===== src/shared/door_lock_map.svh =====
// Register offsets, field positions, reset values and timing figures of the door controller
`ifndef DOOR_LOCK_MAP_SVH
`define DOOR_LOCK_MAP_SVH
`define A_CTRL 8'h00
`define A_IN2 8'h04
`define A_REL_TIME 8'h08
`define A_AJAR_TIME 8'h0C
`define A_SIG_TAMPER 8'h10
`define A_SIG_FORCED 8'h14
`define A_SIG_AJAR 8'h18
`define A_SIG_APB 8'h1C
`define A_SIG_CARD 8'h20
`define A_PULSE 8'h24
`define A_STATUS 8'h28
`define A_HOST_OPEN 8'h2C
`define F_FN_LO 0
`define F_FN_HI 1
`define F_POL 2
`define F_BEEP_EN 3
`define F_IN1_EXIT 4
`define F_EXIT_TAMPER 5
`define F_SCHED 6
`define RST_CTRL 8'h28
`define RST_IN2 3'h0
`define RST_REL_TIME 8'h07
`define RST_AJAR_TIME 8'h14
`define RST_SIG_TAMPER 8'h1E
`define RST_SIG_FORCED 8'h1E
`define RST_SIG_AJAR 8'h00
`define RST_SIG_APB 8'h00
`define RST_SIG_CARD 8'h1E
`define RST_PULSE 16'h01F4
`define CLK_PERIOD_NS 20
`define TICK_MS_NS 1000000
`define MS_PER_S 1000
`endif


===== src/shared/door_lock_pkg.sv =====
// Types shared by the door controller
package door_lock_pkg;
   typedef enum logic [1:0] {FN_STANDARD, FN_TOGGLE, FN_PULSE} lock_fn_t;
   typedef enum logic [2:0] {IN2_EXIT, IN2_HANDLE, IN2_EXT_TAMPER, IN2_TAMPER, IN2_DISABLE} in2_fn_t;
   // Alarm bit order: 0 tamper, 1 forced door, 2 door ajar, 3 pass-back, 4 flagged card
   typedef struct packed {
      logic [15:0] ms_div;
      logic [9:0] sec_div;
      logic ms_tick;
      logic sec_tick;
      logic [7:0] ctrl;
      in2_fn_t in2;
      logic [7:0] rel_time;
      logic [7:0] ajar_time;
      logic [4:0][7:0] sig_time;
      logic [15:0] pulse_ms;
      logic in1_q;
      logic in2_q;
      logic in3_q;
      logic sens_q;
      logic door_armed;
      logic [2:0] tmp_armed;
      logic released;
      logic toggled;
      logic open_beep;
      logic [7:0] rel_cnt;
      logic [15:0] pulse_cnt;
      logic [8:0] ajar_cnt;
      logic [4:0] alarm;
      logic [4:0] alo;
      logic [3:0][7:0] snd_cnt;
      logic blink;
      logic lock;
      logic beeper;
      logic alarm_out;
      logic invalid_id;
      logic [31:0] rdata;
   } state_t;
endpackage : door_lock_pkg


===== src/rtl/door_access_lock_alarm_ctrl.sv =====
// Door lock, beeper, alarm detection and register port of the access controller
// Notes on behaviour
// - Standard: open releases lock, beeps until open/expiry
// - Valid card while released reloads release timer
// - Toggle: open inverts lock, beep until open/expiry
// - Pulse: lock released for pulse width milliseconds
// - Function standard/toggle/pulse, polarity direct/reverse
// - Open from card, host, exit; exit blocked in alarm
// - Schedule holds release; no forced alarm then
// - Schedule hold and toggle never together
// - First and second input function selectable
// - Tamper on sensor/input change, armed after first change
// - Forced door unless opened or handle active
// - Door ajar after open longer than timeout
// - Pass-back alarm when counter runs or zone blocks
// - Flagged card raises card alarm
// - Report all; beeper and output per alarm type
// - Tamper steady tone, forced/ajar/pass-back intermittent, flagged card silent
// - Alarm sound ends on card or time
// - Alarm output on timed alarms except pass-back, off when all clear
// - Card never clears alarms; valid silences, opens unless pass-back
// - Invalid card silences and flags, never opens
// - Exit during tamper allowed by setting
// - Signalling times 0..255 s, tamper default 30
// - Door contact ignored until first change
//
// Added by the designer: the address map and the strobed register port.
`include "door_lock_map.svh"
module door_access_lock_alarm_ctrl #(
   parameter logic [15:0] MS_CYCLES = 16'(`TICK_MS_NS / `CLK_PERIOD_NS)
) (
   // Clock and reset
   input wire logic REF_CLK_I,
   input wire logic RESET_I,
   // Register port
   input wire logic [7:0] ADDR_I,
   input wire logic [31:0] WDATA_I,
   input wire logic WR_I,
   input wire logic RD_I,
   output logic [31:0] RDATA_O,
   // Card decoder events
   input wire logic ID_VALID_I,
   input wire logic ID_INVALID_I,
   input wire logic ID_ALARM_FLAG_I,
   input wire logic APB_TIME_RUN_I,
   input wire logic APB_ZONE_BLOCK_I,
   // Contacts and schedule
   input wire logic FIRST_INPUT_I,
   input wire logic SECOND_INPUT_I,
   input wire logic THIRD_INPUT_I,
   input wire logic TAMPER_SENSOR_I,
   input wire logic SCHEDULE_VALID_I,
   // Door and alarm outputs
   output logic LOCK_O,
   output logic BEEPER_O,
   output logic ALARM_O,
   output logic [4:0] ALARM_STATE_O,
   output logic INVALID_ID_O
);
   localparam logic [9:0] SEC_MS = 10'(`MS_PER_S - 1);
   localparam logic [4:0] OUT_MASK = 5'h17;

   door_lock_pkg::state_t s;
   door_lock_pkg::state_t next_s;

   always_comb begin
      door_lock_pkg::lock_fn_t fn;
      door_lock_pkg::lock_fn_t wfn;
      logic door_cfg;
      logic door_open;
      logic door_edge;
      logic ex_now;
      logic ex_prev;
      logic exit_ok;
      logic host_open;
      logic apb;
      logic open_req;
      logic hold;
      logic active;
      logic handle;
      logic card;
      logic [2:0] chg;
      logic [2:0] tsrc;
      logic [4:0] ev;
      logic [4:0] clr;
      fn = door_lock_pkg::lock_fn_t'(s.ctrl[`F_FN_HI:`F_FN_LO]);
      wfn = door_lock_pkg::lock_fn_t'(WDATA_I[`F_FN_HI:`F_FN_LO]);
      next_s = s;
      next_s.ms_tick = 1'b0;
      next_s.sec_tick = 1'b0;
      next_s.invalid_id = ID_INVALID_I;
      if (s.ms_div == MS_CYCLES - 16'h0001) begin
         next_s.ms_div = 16'h0000;
         next_s.ms_tick = 1'b1;
         if (s.sec_div == SEC_MS) begin
            next_s.sec_div = 10'h000;
            next_s.sec_tick = 1'b1;
         end else begin
            next_s.sec_div = s.sec_div + 10'h001;
         end
      end else begin
         next_s.ms_div = s.ms_div + 16'h0001;
      end
      next_s.in1_q = FIRST_INPUT_I;
      next_s.in2_q = SECOND_INPUT_I;
      next_s.in3_q = THIRD_INPUT_I;
      next_s.sens_q = TAMPER_SENSOR_I;
      // first input as door contact, closed when high
      door_cfg = !s.ctrl[`F_IN1_EXIT];
      // door contact armed by its first change
      if (door_cfg && FIRST_INPUT_I != s.in1_q) begin
         next_s.door_armed = 1'b1;
      end
      door_open = door_cfg && s.door_armed && !FIRST_INPUT_I;
      door_edge = door_open && s.in1_q;
      ex_now = (s.ctrl[`F_IN1_EXIT] && FIRST_INPUT_I) || (s.in2 == door_lock_pkg::IN2_EXIT && SECOND_INPUT_I);
      ex_prev = (s.ctrl[`F_IN1_EXIT] && s.in1_q) || (s.in2 == door_lock_pkg::IN2_EXIT && s.in2_q);
      // exit only without alarm, tamper by setting
      exit_ok = s.alarm[4:1] == 4'h0 && (!s.alarm[0] || s.ctrl[`F_EXIT_TAMPER]);
      host_open = WR_I && ADDR_I == `A_HOST_OPEN && WDATA_I[0];
      apb = ID_VALID_I && (APB_TIME_RUN_I || APB_ZONE_BLOCK_I);
      // open sources; invalid card never opens
      open_req = (ID_VALID_I && !apb) || host_open || (ex_now && !ex_prev && exit_ok);
      hold = s.ctrl[`F_SCHED] && SCHEDULE_VALID_I && fn != door_lock_pkg::FN_TOGGLE;
      active = hold || s.released || (fn == door_lock_pkg::FN_TOGGLE && s.toggled);
      handle = s.in2 == door_lock_pkg::IN2_HANDLE && SECOND_INPUT_I;
      case (fn)
         door_lock_pkg::FN_STANDARD: begin
            // release with reload on each request
            if (open_req) begin
               next_s.released = 1'b1;
               next_s.rel_cnt = s.rel_time;
               next_s.open_beep = s.ctrl[`F_BEEP_EN];
            end else if (s.released && (door_edge || (s.sec_tick && s.rel_cnt <= 8'h01))) begin
               next_s.released = 1'b0;
               next_s.open_beep = 1'b0;
            end else if (s.released && s.sec_tick) begin
               next_s.rel_cnt = s.rel_cnt - 8'h01;
            end
         end
         door_lock_pkg::FN_TOGGLE: begin
            // invert lock, beep on release timer
            if (open_req) begin
               next_s.toggled = !s.toggled;
               next_s.rel_cnt = s.rel_time;
               next_s.open_beep = s.ctrl[`F_BEEP_EN];
            end else if (s.open_beep && (door_edge || (s.sec_tick && s.rel_cnt <= 8'h01))) begin
               next_s.open_beep = 1'b0;
            end else if (s.open_beep && s.sec_tick) begin
               next_s.rel_cnt = s.rel_cnt - 8'h01;
            end
         end
         door_lock_pkg::FN_PULSE: begin
            if (open_req) begin
               next_s.released = 1'b1;
               next_s.pulse_cnt = s.pulse_ms;
            end else if (s.released && s.ms_tick) begin
               if (s.pulse_cnt <= 16'h0001) begin
                  next_s.released = 1'b0;
               end else begin
                  next_s.pulse_cnt = s.pulse_cnt - 16'h0001;
               end
            end
         end
         default: begin
            next_s.released = 1'b0;
         end
      endcase
      // tamper sources armed by their first change
      tsrc[0] = s.in2 == door_lock_pkg::IN2_TAMPER || s.in2 == door_lock_pkg::IN2_EXT_TAMPER;
      tsrc[1] = 1'b1;
      tsrc[2] = 1'b1;
      chg[0] = tsrc[0] && SECOND_INPUT_I != s.in2_q;
      chg[1] = THIRD_INPUT_I != s.in3_q;
      chg[2] = TAMPER_SENSOR_I != s.sens_q;
      next_s.tmp_armed = s.tmp_armed | chg;
      ev[0] = |(chg & s.tmp_armed);
      ev[1] = door_edge && !active && !handle;
      if (!door_open) begin
         next_s.ajar_cnt = 9'h000;
      end else if (s.sec_tick && s.ajar_cnt != 9'h1FF) begin
         next_s.ajar_cnt = s.ajar_cnt + 9'h001;
      end
      ev[2] = door_open && s.ajar_cnt > {1'b0, s.ajar_time} && !s.alarm[2];
      ev[3] = apb;
      card = ID_VALID_I || ID_INVALID_I;
      ev[4] = card && ID_ALARM_FLAG_I;
      clr = (WR_I && ADDR_I == `A_STATUS) ? WDATA_I[4:0] : 5'h00;
      // cards never clear alarms; event wins over clear
      for (int i = 0; i < 5; i++) begin
         if (i == 1 || i == 2) begin
            next_s.alarm[i] = (s.alarm[i] && door_open) || ev[i];
         end else begin
            next_s.alarm[i] = (s.alarm[i] && !clr[i]) || ev[i];
         end
         // output only for timed alarms of output types
         next_s.alo[i] = OUT_MASK[i] && ((s.alo[i] && next_s.alarm[i]) || (ev[i] && s.sig_time[i] != 8'h00));
      end
      // output holds until all alarms clear
      next_s.alarm_out = |next_s.alo || (s.alarm_out && |next_s.alarm);
      // sound timers, silenced by any card
      for (int i = 0; i < 4; i++) begin
         if (ev[i]) begin
            next_s.snd_cnt[i] = s.sig_time[i];
         end else if (card) begin
            next_s.snd_cnt[i] = 8'h00;
         end else if (s.sec_tick && s.snd_cnt[i] != 8'h00) begin
            next_s.snd_cnt[i] = s.snd_cnt[i] - 8'h01;
         end
      end
      if (s.sec_tick) begin
         next_s.blink = !s.blink;
      end
      if (s.snd_cnt[0] != 8'h00) begin
         next_s.beeper = 1'b1;
      end else if (s.snd_cnt[3:1] != 24'h000000) begin
         next_s.beeper = s.blink;
      end else begin
         next_s.beeper = s.open_beep;
      end
      // Register writes
      if (WR_I) begin
         case (ADDR_I)
            `A_CTRL: begin
               // refuse toggle with schedule and the unused code
               if (!(wfn == door_lock_pkg::FN_TOGGLE && WDATA_I[`F_SCHED]) && WDATA_I[`F_FN_HI:`F_FN_LO] != 2'h3) begin
                  next_s.ctrl = WDATA_I[7:0];
                  // Any accepted control write drops a pending release to avoid a stuck lock
                  next_s.released = 1'b0;
                  next_s.toggled = 1'b0;
                  next_s.open_beep = 1'b0;
               end
            end
            `A_IN2: begin
               if (WDATA_I[2:0] <= 3'h4) begin
                  next_s.in2 = door_lock_pkg::in2_fn_t'(WDATA_I[2:0]);
               end
            end
            `A_REL_TIME: next_s.rel_time = WDATA_I[7:0];
            `A_AJAR_TIME: next_s.ajar_time = WDATA_I[7:0];
            `A_SIG_TAMPER: next_s.sig_time[0] = WDATA_I[7:0];
            `A_SIG_FORCED: next_s.sig_time[1] = WDATA_I[7:0];
            `A_SIG_AJAR: next_s.sig_time[2] = WDATA_I[7:0];
            `A_SIG_APB: next_s.sig_time[3] = WDATA_I[7:0];
            `A_SIG_CARD: next_s.sig_time[4] = WDATA_I[7:0];
            `A_PULSE: next_s.pulse_ms = WDATA_I[15:0];
            default: begin
            end
         endcase
      end
      // polarity applied to the effective release
      next_s.lock = (hold || (fn == door_lock_pkg::FN_TOGGLE ? next_s.toggled : next_s.released)) ^ s.ctrl[`F_POL];
      next_s.rdata = 32'h00000000;
      if (RD_I) begin
         case (ADDR_I)
            `A_CTRL: next_s.rdata = {24'h000000, s.ctrl};
            `A_IN2: next_s.rdata = {29'h00000000, s.in2};
            `A_REL_TIME: next_s.rdata = {24'h000000, s.rel_time};
            `A_AJAR_TIME: next_s.rdata = {24'h000000, s.ajar_time};
            `A_SIG_TAMPER: next_s.rdata = {24'h000000, s.sig_time[0]};
            `A_SIG_FORCED: next_s.rdata = {24'h000000, s.sig_time[1]};
            `A_SIG_AJAR: next_s.rdata = {24'h000000, s.sig_time[2]};
            `A_SIG_APB: next_s.rdata = {24'h000000, s.sig_time[3]};
            `A_SIG_CARD: next_s.rdata = {24'h000000, s.sig_time[4]};
            `A_PULSE: next_s.rdata = {16'h0000, s.pulse_ms};
            `A_STATUS: next_s.rdata = {22'h000000, hold, s.door_armed, s.alarm_out, s.beeper, s.lock, s.alarm};
            default: next_s.rdata = 32'h00000000;
         endcase
      end
   end

   always_ff @(posedge REF_CLK_I) begin
      if (RESET_I) begin
         s <= '0;
         s.ctrl <= `RST_CTRL;
         s.in2 <= door_lock_pkg::in2_fn_t'(`RST_IN2);
         s.rel_time <= `RST_REL_TIME;
         s.ajar_time <= `RST_AJAR_TIME;
         s.sig_time <= {`RST_SIG_CARD, `RST_SIG_APB, `RST_SIG_AJAR, `RST_SIG_FORCED, `RST_SIG_TAMPER};
         s.pulse_ms <= `RST_PULSE;
         // Door contact starts as closed so power-up level is no event
         s.in1_q <= 1'b1;
      end else begin
         s <= next_s;
      end
   end

   assign RDATA_O = s.rdata;
   assign LOCK_O = s.lock;
   assign BEEPER_O = s.beeper;
   assign ALARM_O = s.alarm_out;
   assign ALARM_STATE_O = s.alarm;
   assign INVALID_ID_O = s.invalid_id;
endmodule : door_access_lock_alarm_ctrl


===== config.mk =====
export PLATFORM = sky130hd
export DESIGN_NAME = door_access_lock_alarm_ctrl
export DESIGN_NICKNAME = d
export VERILOG_FILES = /design/src/shared/door_lock_pkg.sv /design/src/rtl/door_access_lock_alarm_ctrl.sv
export VERILOG_INCLUDE_DIRS = /design/src /design/src/shared
export SDC_FILE = /design/constraint.sdc
export NUM_CORES = 1
export LEC_CHECK = 0
export BUFFER_PORTS_ARGS = -buffer_cell sky130_fd_sc_hd__buf_2
export CAP_MARGIN = 20
export CORE_MARGIN = 2
export CORE_UTILIZATION = 48
export CTS_BUF_LIST = sky130_fd_sc_hd__clkbuf_4 sky130_fd_sc_hd__clkbuf_8
export DETAILED_ROUTE_END_ITERATION = 10
export HOLD_SLACK_MARGIN = 0.03
export PLACE_DENSITY_LB_ADDON = 0.3
export SYNTH_ARGS = -nofsm -noshare
export SYNTH_HDL_FRONTEND = slang
export SYNTH_SLANG_ARGS = --single-unit

===== constraint.sdc =====
create_clock -name REF_CLK_I -period 2.8 [get_ports REF_CLK_I]
set_input_delay 0.28 -clock REF_CLK_I [delete_from_list [all_inputs] [get_ports REF_CLK_I]]
set_output_delay 0.28 -clock REF_CLK_I [all_outputs]
set_load 0.05 [all_outputs]

Word-level counts from Yosys, hierarchy flattened
Cells that the tools add are included.

operators by class
  add/sub/neg operators = 9
  $lt $le $gt $ge = 4
  eq/ne operators = 31
  multiplexer cells = 43
  bitwise gates (word level) = 6
  reduce and logical (&&, ||, !) cells = 127

operators by type and width
  cell                                                             number
  one-hot mux 16 bit (11 select lines)                             1
  two-way mux 8 bit                                                16
  nonzero test 8 bit                                               8
  logical AND 1 bit                                                53
  two-way mux 16 bit                                               3
  subtractor 8 x 1 -> 8 bit, second input constant                 5
  == test 8 x 5 -> 1 bit, second input constant                    4
  == test 8 x 6 -> 1 bit, second input constant                    4
  nonzero test 24 bit                                              1
  logical OR 1 bit                                                 22
  two-way mux 9 bit                                                2
  one-hot mux 9 bit (2 select lines)                               1
  adder 16 x 1 -> 16 bit, second input constant                    1
  == test 16 bit, second input constant                            1
  == test 8 x 4 -> 1 bit, second input constant                    2
  less-or-equal comparator 16 x 1 -> 1 bit, second input constant  1
  AND reduction 2 bit                                              8
  subtractor 16 x 1 -> 16 bit, second input constant               1
  zero test 1 bit                                                  14
  two-way mux 1 bit                                                13
  inequality test 3 bit, second input constant                     4
  nonzero test 3 bit                                               4
  adder 10 x 1 -> 10 bit, second input constant                    1
  == test 10 bit, second input constant                            1
  33 further kinds                                                 49

storage, ports and cells
  register bits = 233
  input port bits = 54
  output and inout port bits = 41
  word-level logic and storage cells = 258

Depth between registers and ports, before layout
Gate-level depths: netlist (run 1).

  word-level depth = 15
  depth in mapped cells = 9
  depth with buffers taken out = 9

Worst setup path after synthesis (run 1)
OpenSTA, ideal clock, no wires.

  path kind = register -> register
  from = register s, in the netlist ALARM_STATE_O[1]
  to = register s, in the netlist LOCK_O
  arrival = 2158 ps
  data required time = 2679 ps
  setup slack = 521 ps
  stages on the path, launching flop included = 8
  path buffers = 1
  period minus slack after synthesis = 2279 ps
  cell sequence = dfxtp_1 > or4_1 > a2111o_1 > o21a_1 > buf_6 > xnor2_2 > a221oi_2 > mux2_4

on the way
  cells in the longest elaborated chain, start to end = 12
  elaborated cells between the ends (all ways) = 15
  classes of those cells = mux: 9; bitwise: 1; reduce/logical: 5

RTL lines
  element                                                                         line                                                                                                        RTL
  start: declaration                                                              door_access_lock_alarm_ctrl.sv:63                                                                           door_lock_pkg::state_t s;
  start signal: assignment                                                        door_access_lock_alarm_ctrl.sv:284                                                                          s <= next_s;
  zero test 4 bit *                                                               door_access_lock_alarm_ctrl.sv:119                                                                          exit_ok = s.alarm[4:1] == 4'h0 && (!s.alarm[0] || s.ctrl[`F_EXIT_TAMPER]);
  logical AND 1 bit *                                                             door_access_lock_alarm_ctrl.sv:119
  logical AND 1 bit *                                                             door_access_lock_alarm_ctrl.sv:123                                                                          open_req = (ID_VALID_I && !apb) || host_open || (ex_now && !ex_prev && exit_ok);
  logical OR 1 bit *                                                              door_access_lock_alarm_ctrl.sv:123
  two-way mux 1 bit, on equally long branches                                     door_access_lock_alarm_ctrl.sv:154, door_access_lock_alarm_ctrl.sv:130, door_access_lock_alarm_ctrl.sv:143
  one-hot mux 1 bit (3 select lines) / two-way mux 1 bit (equally long branches)  door_access_lock_alarm_ctrl.sv:127                                                                          case (fn)
  two-way mux 3 bit                                                               door_access_lock_alarm_ctrl.sv:226                                                                          if (!(wfn == door_lock_pkg::FN_TOGGLE && WDATA_I[`F_SCHED]) && WDATA_I[`F_FN_HI:`F_FN_LO] != 2'h3) begin
  two-way mux 3 bit                                                               door_access_lock_alarm_ctrl.sv:223                                                                          case (ADDR_I)
  two-way mux 3 bit *                                                             door_access_lock_alarm_ctrl.sv:222                                                                          if (WR_I) begin
  two-way mux 1 bit *                                                             door_access_lock_alarm_ctrl.sv:252                                                                          next_s.lock = (hold || (fn == door_lock_pkg::FN_TOGGLE ? next_s.toggled : next_s.released)) ^ s.ctrl[`F_POL];
  logical OR 1 bit *                                                              door_access_lock_alarm_ctrl.sv:252
  XOR 1 bit *                                                                     door_access_lock_alarm_ctrl.sv:252

Every way passes the cells marked *; elsewhere a longest branch is shown, timed or not.
A chain may end at the register's enable or synchronous reset.

Worst setup path in the final report (run 1)
  from = register s, in the netlist ALARM_STATE_O[1]
  to = register s[102] in the netlist's numbering

on the way
  cells in the longest elaborated chain, start to end = 6
  elaborated cells between the ends (all ways) = 8
  classes of those cells = eq/ne: 1; mux: 1; reduce/logical: 6

RTL lines
  element                                                                              line
  zero test 4 bit *                                                                    door_access_lock_alarm_ctrl.sv:119
  logical AND 1 bit *                                                                  door_access_lock_alarm_ctrl.sv:119
  logical AND 1 bit *                                                                  door_access_lock_alarm_ctrl.sv:123
  logical OR 1 bit *                                                                   door_access_lock_alarm_ctrl.sv:123
  inequality test 2 bit (no source line) / nonzero test 2 bit (equally long branches)  -
  AND reduction 3 bit (no source line)                                                 -

Marks and branches as above.

==> run summary, run 1 <==
Pint -> 5.141 mW
switching power -> 1.860 mW
vias per inst -> 5.866
max_slew headroom -> 54.33%
status -> complete, no violations
critical path class -> flip-flop to flip-flop
Logic pwr share -> 9.8%
fmax -> 378.1 MHz
hold crit path type -> primary input to flip-flop
Final nets -> 1451
WL/cell -> 18.00 µm
sw frac -> 26.56%
ys flop type -> dfxtp_1
initial core utilization -> 48.54%
sum of routed wire segments on met1 -> 13.27 mm
final wirelength -> 30.38 mm
IO Pins -> 95
vias in the first global route -> 9038
final hold vios -> 0
Reg2Reg Capture Point -> s[102]
Die Area -> 23980 µm²
setup slack, reg-to-reg -> 160 ps
Critical Path AT -> 3040 ps
clock network power share -> 44.4%
CP Data Required Time -> 3190 ps
first-pass GRT wire length -> 48.19 mm
syn_area_per_cell -> 8.325 µm²
hold-critical path depth -> 3
fin crit share -> 94.45%
dpl hpwl -> 20.78 mm
Final Slew Violations -> 0
total congestion overflow -> 0
Flop pwr share -> 45.9%
fin crit period -> 2645 ps
Yosys reg bits -> 217
CTS H-tree depth -> 2
routed length on met2 -> 14.12 mm
CTS buffer count -> 39
n_diodes -> 0
Top Metal Used -> met4
Worst R2R Start -> ALARM_STATE_O[1]
CTS Sinks -> 217
buffers added on ports -> 62
area grow syn2layout -> 12.58%
Setup TNS -> 0 ps
clock latency on the worst-skew pair -> 550 ps
CP startpoint kind -> flip-flop
Seq/Total Area, Yosys -> 39.77%
met3 wire len -> 2.182 mm
row count -> 55
DP Area -> 11340 µm²
Netlist cell types -> 82
die outline width -> 154.9 µm
Cells after Synth -> 1312
Post-synth ARST share -> 0%
Post-DRT Antenna Nets -> 0
setup violators final -> 0
RSZ-0062 raised after global routing -> no
clock root cell -> clkbuf_8
vias post-DR -> 9902
antenna violations before repair -> 0
final instance area -> 12300 µm²
gp weighted congestion -> 0.9297
R2R depth -> 7
share of cells above drive strength 1 -> 14.68%
Core Area -> 22500 µm²
Tot GR Track Use -> 24.78%
EDFF count, synth -> 0
Iteration-0 DRC Markers -> 1075
worst-margin pin slew -> 685.0 ps
Pre-Repair DR Iteration Count -> 6
post-CTS setup buffer count -> 0
MaxCap Viol Count -> 0
power density cells -> 569.3 nW/µm²
Yosys Warn Count -> 0
DIE HEIGHT -> 154.9 µm
hold endpoint -> s[131]
Max clock buf depth -> 3
Mapped Area -> 10920 µm²
Leak Pwr -> 4.798 nW
pin count of the biggest net entering global routing -> 93
crit path max fanout -> 25
CTS tree -> built
Clock Skew -> 32.21 ps
Peak VDD IR -> 430.2 µV
CTS clk-pin slew, worst paths -> 60 ps
Layout fillers -> 2083
CP endpoint kind -> flip-flop
Hold Path Origin -> WDATA_I[8]
# DRC -> 0
## registers in the layout, summed over array words and instances, names as in the netlist
register / count
LOCK_O: 1
INVALID_ID_O: 1
ALARM_STATE_O: 5
RDATA_O: 16
s: 192
BEEPER_O: 1
ALARM_O: 1
## placed cells by master (no fill, tap or decap), types with 12 or more instances in the layout
| cell | synthesis | routed |
|---|---|---|
| dlygate4sd3_1 | 0 | 12 |
| a21oi_1 | 108 | 108 |
| a22oi_1 | 32 | 32 |
| and2_1 | 25 | 25 |
| nand2_1 | 98 | 98 |
| dfxtp_1 | 217 | 217 |
| nand3_1 | 57 | 57 |
| clkbuf_8 | 0 | 50 |
| nor2_1 | 149 | 148 |
| mux2i_1 | 28 | 28 |
| nor2b_1 | 14 | 14 |
| conb_1 | 1 | 16 |
| o21ai_0 | 51 | 51 |
| o21ai_1 | 13 | 12 |
| inv_1 | 35 | 35 |
| a22o_1 | 12 | 12 |
| buf_4 | 39 | 39 |
| ha_1 | 24 | 24 |
| nor3_1 | 42 | 42 |
| nand4_1 | 17 | 17 |
| and3_1 | 31 | 31 |
| buf_2 | 19 | 61 |
| a211o_1 | 27 | 27 |
| a31oi_1 | 15 | 15 |
| xor2_1 | 19 | 19 |
| xnor2_1 | 23 | 23 |
| nor4_1 | 23 | 23 |
| or3_1 | 17 | 17 |
| a221oi_1 | 12 | 12 |
## Yosys cell counts (12+ instances only)
cell,number,share of area [%]
dfxtp_1,217,40
nor2_1,149,5.1
a21oi_1,108,4.9
nand2_1,98,3.4
nand3_1,57,2.6
o21ai_0,51,2.3
clkbuf_1,42,1.4
nor3_1,42,1.9
buf_4,39,2.7
inv_1,35,1.2
a22oi_1,32,2.2
and3_1,31,1.8
mux2i_1,28,2.6
a211o_1,27,2.2
and2_1,25,1.4
ha_1,24,2.7
nor4_1,23,1.3
xnor2_1,23,1.8
buf_2,19,0.87
xor2_1,19,1.5
nand4_1,17,0.97
or3_1,17,0.97
a31oi_1,15,0.86
nor2b_1,14,0.80
o21ai_1,13,0.60
a221oi_1,12,0.96
a22o_1,12,0.96
## layout make-up
type	instances	area (µm²)	area share, %
multi-input cells	967	5899	47.98
flip-flops and latches	217	4344	35.33
clock buffers	61	770.7	6.268
repair buffers	113	738.2	6.003
well taps	285	356.6	2.900
inverters	35	131.4	1.068
clock inverters	10	56.30	0.4579
## worst max path at each step
stage / endpoint / startpoint
detailed placement: s[102] / ALARM_STATE_O[1]
global route: s[102] / ALARM_STATE_O[1]
CTS: s[102] / ALARM_STATE_O[1]
floorplan: LOCK_O / ALARM_STATE_O[1]
global placement: s[90] / ALARM_STATE_O[1]
finish: s[102] / ALARM_STATE_O[1]
## power groups by stage
stage	clock network (mW)	registers, mW	logic (mW)
floorplan	0	3.28	0.500
global placement	0	3.27	0.649
detailed placement	0	3.27	0.655
CTS	3.17	3.21	0.670
global route	3.31	3.22	0.746
finish	3.11	3.21	0.684
## worst max-delay path: stages (launching register included)
cell      delay [ps]
dfxtp_1          360
or4_1            560
a2111o_1         440
o21ai_4          420
buf_4            340
nor2_1            70
o21ai_0          170
a21oi_1           90
## routing by layer
layer  vias up  global-route usage (%)
met5         -                       0
li1       4803                       -
met3        56                   4.123
met2       362                   40.22
met4         0                   8.686
met1      4681                   33.55
## metrics by stage
step	util [%]	power (mW)	hold slack, ps	worst slack [ps]	std cells
finish	54.65	7.001	91.75	155.5	1688
global route	54.65	7.270	86.68	10.35	1688
CTS	54.59	7.044	72.74	18.40	1687
detailed placement	50.38	3.930	442.7	69.68	1604
global placement	50.38	3.922	432.7	88.90	1604
floorplan	-	3.777	386.6	520.8	1327
## kinds of logic after synthesis
group,Yosys count,share of synthesized area [%]
AO/OA/AOI/OAI,333,20.22
XOR/XNOR,43,3.517
adder cells (fa/ha/maj),24,2.749
buffers and inverters,144,6.873
flip-flops,217,39.77
multiplexers,32,3.013
other,1,0.03433
AND/OR/NAND/NOR,518,23.83
## repair_timing
item / 4_1_cts / 5_1_grt
hold buffers: 12 / 0
setup endpoints to repair: 0 / 14
endpoints found under the hold margin: 12 / 0
resized for setup: 0 / 1
No activity file was read; power rests on OpenSTA's default activity.
==> run 2, diff against run 1 <==
- CAP_MARGIN: 20 -> default
- HOLD_SLACK_MARGIN: 0.03 -> 0.12
- TNS_END_PERCENT: default -> 1
==> run 2 against run 1 <==
Against the previous run: combinational power grew 1%; sequential power about the same; register-to-register slack better by 20 ps; die area did not move; worst hold slack improved by 70 ps; total power is essentially flat; core utilization up 0.31 points; routed wire length down 0.21%; critical endpoint unchanged.
==> run summary, run 2 (same netlist as run 1, synthesis figures left out) <==
first-pass GRT wire length -> 48.33 mm
Clock Skew -> 25.01 ps
status -> complete, no violations
RSZ-0062 raised after global routing -> no
vias post-DR -> 9940
routed length on met2 -> 14.01 mm
dpl hpwl -> 20.78 mm
final core utilization -> 54.96%
most frequent cells in the layout -> 217 x dfxtp_1, 148 x nor2_1, 108 x a21oi_1
Logic pwr share -> 9.9%
n_diodes -> 0
clock network power share -> 44.3%
crit path max fanout -> 25
largest register by flop count -> s
vias in the first global route -> 9094
Core Area -> 22500 µm²
Leak Pwr -> 4.830 nW
Setup TNS -> 0 ps
setup slack, reg-to-reg -> 170 ps
Pint -> 5.148 mW
buffers added on ports -> 62
Iteration-0 DRC Markers -> 936
area grow syn2layout -> 13.22%
Flop pwr share -> 45.9%
max_slew headroom -> 54.81%
gp weighted congestion -> 0.9297
CTS H-tree depth -> 2
final hold vios -> 0
final non-filler cell total -> 1695
delay of the slowest cell on the worst path -> 560 ps
IO Pins -> 95
critical path class -> flip-flop to flip-flop
CTS buffer count -> 39
CTS clk-pin slew, worst paths -> 60 ps
clock root cell -> clkbuf_8
sw frac -> 26.48%
CP Data Required Time -> 3190 ps
initial core utilization -> 48.54%
share of cells above drive strength 1 -> 14.61%
commonest non-fill, non-tap cell in the layout -> dfxtp_1
Post-DRT Antenna Nets -> 0
sum of routed wire segments on met1 -> 13.24 mm
fin crit period -> 2629 ps
pin count of the biggest net entering global routing -> 93
power density cells -> 566.1 nW/µm²
WL/cell -> 17.89 µm
Final Slew Violations -> 0
DIE HEIGHT -> 154.9 µm
Tot GR Track Use -> 24.84%
final wirelength -> 30.32 mm
met3 wire len -> 2.155 mm
Critical Path AT -> 3020 ps
hold crit path type -> primary input to flip-flop
slowest CP cell -> or4_1
row count -> 55
max FFs per register -> 192
Max clock buf depth -> 3
switching power -> 1.854 mW
# DRC -> 0
crit path cell chain -> or4_1 > a2111o_1 > o21ai_4 > buf_4 > nor2_1 > o21ai_0 > a21oi_1
CTS Sinks -> 217
Top Metal Used -> met4
CTS tree -> built
Peak VDD IR -> 430.2 µV
clock latency on the worst-skew pair -> 550 ps
die outline width -> 154.9 µm
fmax -> 380.4 MHz
setup violators final -> 0
CP startpoint kind -> flip-flop
placed cell count -> 1604
CP endpoint kind -> flip-flop
Final nets -> 1458
Die Area -> 23980 µm²
MaxCap Viol Count -> 0
final instance area -> 12370 µm²
vias per inst -> 5.864
worst-margin pin slew -> 677.9 ps
Pre-Repair DR Iteration Count -> 8
fin crit share -> 93.90%
total congestion overflow -> 0
antenna violations before repair -> 0
DP Area -> 11340 µm²
[run 2: critical path: cells and delay by family (launching register included)]
kind	cells	cell delay [ps]
AO/OA/AOI/OAI	4	1120
AND/OR/NAND/NOR	2	630
flip-flops	1	360
buffers and inverters	1	340
[run 2: cell type report]
class	instances	area, µm²
fill	2083	10140
multi-input combinational	967	5899
clock inverter	10	56.30
tap	285	356.6
timing repair buffer	120	808.3
sequential	217	4344
clock buffer	61	770.7
inverter	35	131.4
[run 2: power groups by stage]
stage / sequential, mW / clock [mW] / combinational, mW
after floorplan: 3.28 / 0 / 0.500
after global placement: 3.27 / 0 / 0.649
after detailed placement: 3.27 / 0 / 0.655
after CTS: 3.21 / 3.17 / 0.679
after global routing: 3.22 / 3.31 / 0.755
final: 3.21 / 3.10 / 0.691
[run 2: stage by stage]
step,power (mW),hold slack (ps),setup WS (ps)
final,7.001,161.6,170.9
after global routing,7.278,159.8,10.35
after CTS,7.053,136.5,18.40
after detailed placement,3.930,442.7,69.68
after global placement,3.922,432.7,88.90
after floorplan,3.777,386.6,520.8
[run 2: metal layers]
metal | vias to the layer above | track usage [%]
met1 | 4714 | 33.57
met4 | 0 | 8.686
met3 | 67 | 4.206
li1 | 4817 | -
met5 | - | 0
met2 | 342 | 40.35
[run 2: path summary, 6_finish.rpt]
kind | from | endpoint | cells past startpoint
worst max-delay path | ALARM_STATE_O[1] | s[102] | 7
worst max register to register | ALARM_STATE_O[1] | s[102] | 7
worst min register to register | s[218] | s[218] | 1
worst min-delay path | WDATA_I[3] | s[182] | 3
[run 2: repair_timing]
action,in CTS,in global routing
hold buffers,19,0
buffers inserted,0,0
resized for setup,0,1
hold endpoints to repair,28,0
setup endpoints to repair,0,14
==> run 3, diff against run 2 <==
- BUFFER_PORTS_ARGS: -buffer_cell sky130_fd_sc_hd__buf_2 -> default
- CTS_BUF_LIST: sky130_fd_sc_hd__clkbuf_4 sky130_fd_sc_hd__clkbuf_8 -> default
- DONT_BUFFER_PORTS: default -> 1
- clock period: 2.8 -> 3.19 ns (I/O delays scaled with it)
==> run 3 against run 2 <==
Against the previous run: total power decreased by 9.9%; design area shrank 2.1%; fmax shrank 13%; clock-buffer cell count decreased by 25; register-to-register slack barely moved; sequential power decreased by 12%; combinational power down 21%; non-clock buffer count decreased by 63; sequential share of layout area increased by 0.75 points; flip-flop and latch count stayed put; routed wire length down 0.13%; critical path depth unchanged.
==> run summary, run 3 (same netlist as run 1, synthesis figures left out) <==
DP Area -> 10900 µm²
Leak Pwr -> 4.512 nW
WL/cell -> 18.84 µm
CP startpoint kind -> flip-flop
final wirelength -> 30.28 mm
MaxCap Viol Count -> 0
hold-critical path depth -> 3
final hold vios -> 0
fin crit share -> 94.96%
CTS Sinks -> 217
status -> complete, no violations
vias post-DR -> 9711
clock latency on the worst-skew pair -> 530 ps
max FFs per register -> 192
CTS H-tree depth -> 1
R2R depth -> 7
Pre-Repair DR Iteration Count -> 6
final instance area -> 12110 µm²
area grow syn2layout -> 10.85%
setup violators final -> 0
Reg2Reg Capture Point -> s[93]
buffers added on ports -> 0
hold-fix buffers at CTS -> 33
Critical Path AT -> 3500 ps
post-CTS setup buffer count -> 0
Final Worst Setup Slack -> 160.6 ps
delay of the slowest cell on the worst path -> 610 ps
Core Area -> 22500 µm²
share of cells above drive strength 1 -> 7.348%
dpl hpwl -> 19.96 mm
CP endpoint kind -> flip-flop
pin count of the biggest net entering global routing -> 166
# DRC -> 0
Clock Skew -> 13.13 ps
die outline width -> 154.9 µm
fin crit period -> 3029 ps
Hold Path Origin -> ID_INVALID_I
slowest CP cell -> o21a_1
FF+latch area -> 4344 µm²
hold crit path type -> primary input to flip-flop
Peak VDD IR -> 346.6 µV
total congestion overflow -> 0
IO Pins -> 95
largest register by flop count -> s
power density cells -> 521.2 nW/µm²
CP Data Required Time -> 3660 ps
Tot GR Track Use -> 24.64%
initial core utilization -> 48.54%
vias per inst -> 6.043
gp weighted congestion -> 0.8552
Setup TNS -> 0 ps
RSZ-0062 raised after global routing -> no
crit path cell chain -> or4_1 > a2111o_1 > o21ai_4 > o21a_1 > a21oi_1 > a211oi_2 > dlygate4sd3_1
CTS clk-pin slew, worst paths -> 60 ps
max_slew headroom -> 46.19%
Max clock buf depth -> 3
Worst R2R Start -> ALARM_STATE_O[1]
Final nets -> 1380
CTS buffer count -> 25
Final Slew Violations -> 0
clock root cell -> clkbuf_16
setup slack, reg-to-reg -> 160 ps
antenna violations before repair -> 1
most frequent cells in the layout -> 217 x dfxtp_1, 148 x nor2_1, 108 x a21oi_1
fmax -> 330.1 MHz
multi-input logic area -> 5887 µm²
Post-DRT Antenna Nets -> 0
hold endpoint -> s[56]
CTS tree -> built
crit path max fanout -> 18
first-pass GRT wire length -> 48.02 mm
commonest non-fill, non-tap cell in the layout -> dfxtp_1
critical path class -> flip-flop to flip-flop
DIE HEIGHT -> 154.9 µm
Layout fillers -> 2097
PostCTS Resize Cnt -> 0
Iteration-0 DRC Markers -> 903
Placement Setup Slack -> 565.0 ps
Die Area -> 23980 µm²
worst-margin pin slew -> 801.8 ps
row count -> 55
vias in the first global route -> 8789
## run 3: cell count changes in the layout (fill, tap and decap cells not counted), moves of 3 or more
| cell | previous run | this run |
|---|---|---|
| buf_2 | 61 | 0 |
| buf_4 | 39 | 24 |
| bufinv_16 | 0 | 3 |
| clkbuf_1 | 0 | 6 |
| clkbuf_16 | 0 | 25 |
| clkbuf_4 | 11 | 0 |
| clkbuf_8 | 50 | 5 |
| clkinv_2 | 8 | 3 |
| dlygate4sd3_1 | 19 | 31 |
## run 3: worst max path at each step
stage	endpoint	cells past startpoint	from	slack [ps]
finish	s[93]	7	ALARM_STATE_O[1]	160
global route	s[93]	7	ALARM_STATE_O[1]	20
CTS	s[93]	7	ALARM_STATE_O[1]	160
detailed placement	s[101]	7	ADDR_I[4]	560
global placement	s[91]	7	ADDR_I[4]	580
floorplan	LOCK_O	7	ADDR_I[4]	890
## run 3: layer usage
metal / vias to the layer above / track usage, % / wire length, µm
met3: 72 / 4.401 / 2182
met1: 4616 / 33.27 / 13280
met4: 0 / 8.333 / 1075
li1: 4660 / - / -
met2: 363 / 39.99 / 13740
met5: - / 0 / 0
## run 3: area by class of cell
type | count | area share, %
Multi-Input combinational cell | 966 | 48.62
Sequential cell | 217 | 35.88
Clock buffer | 36 | 5.921
Timing Repair Buffer | 57 | 4.444
Tap cell | 285 | 2.945
Inverter | 35 | 1.085
Clock inverter | 9 | 1.064
Antenna cell | 2 | 0.04133
## run 3: metrics by stage
stage	hold slack [ps]	utilization, %	total power [mW]	instances
after floorplan	417.5	-	3.315	1327
after global placement	404.3	48.43	3.325	1527
after detailed placement	405.7	48.43	3.332	1527
after CTS	124.1	53.78	6.356	1605
after global routing	163.7	53.79	6.538	1606
final	136.3	53.81	6.310	1607
## run 3: critical path, delay by kind of cell, from the launching register on
kind | cells | cell delay, ps
simple gates | 1 | 550
buf+inv | 1 | 560
flops | 1 | 300
compound gates | 5 | 1560
## run 3: report_power, final
| group | leakage (nW) | internal (mW) | switching [mW] |
|---|---|---|---|
| Clock | 0.410 | 1.80 | 1.13 |
| Sequential | 1.76 | 2.76 | 0.0723 |
| Combinational | 2.34 | 0.195 | 0.349 |
| Total | 4.51 | 4.76 | 1.55 |
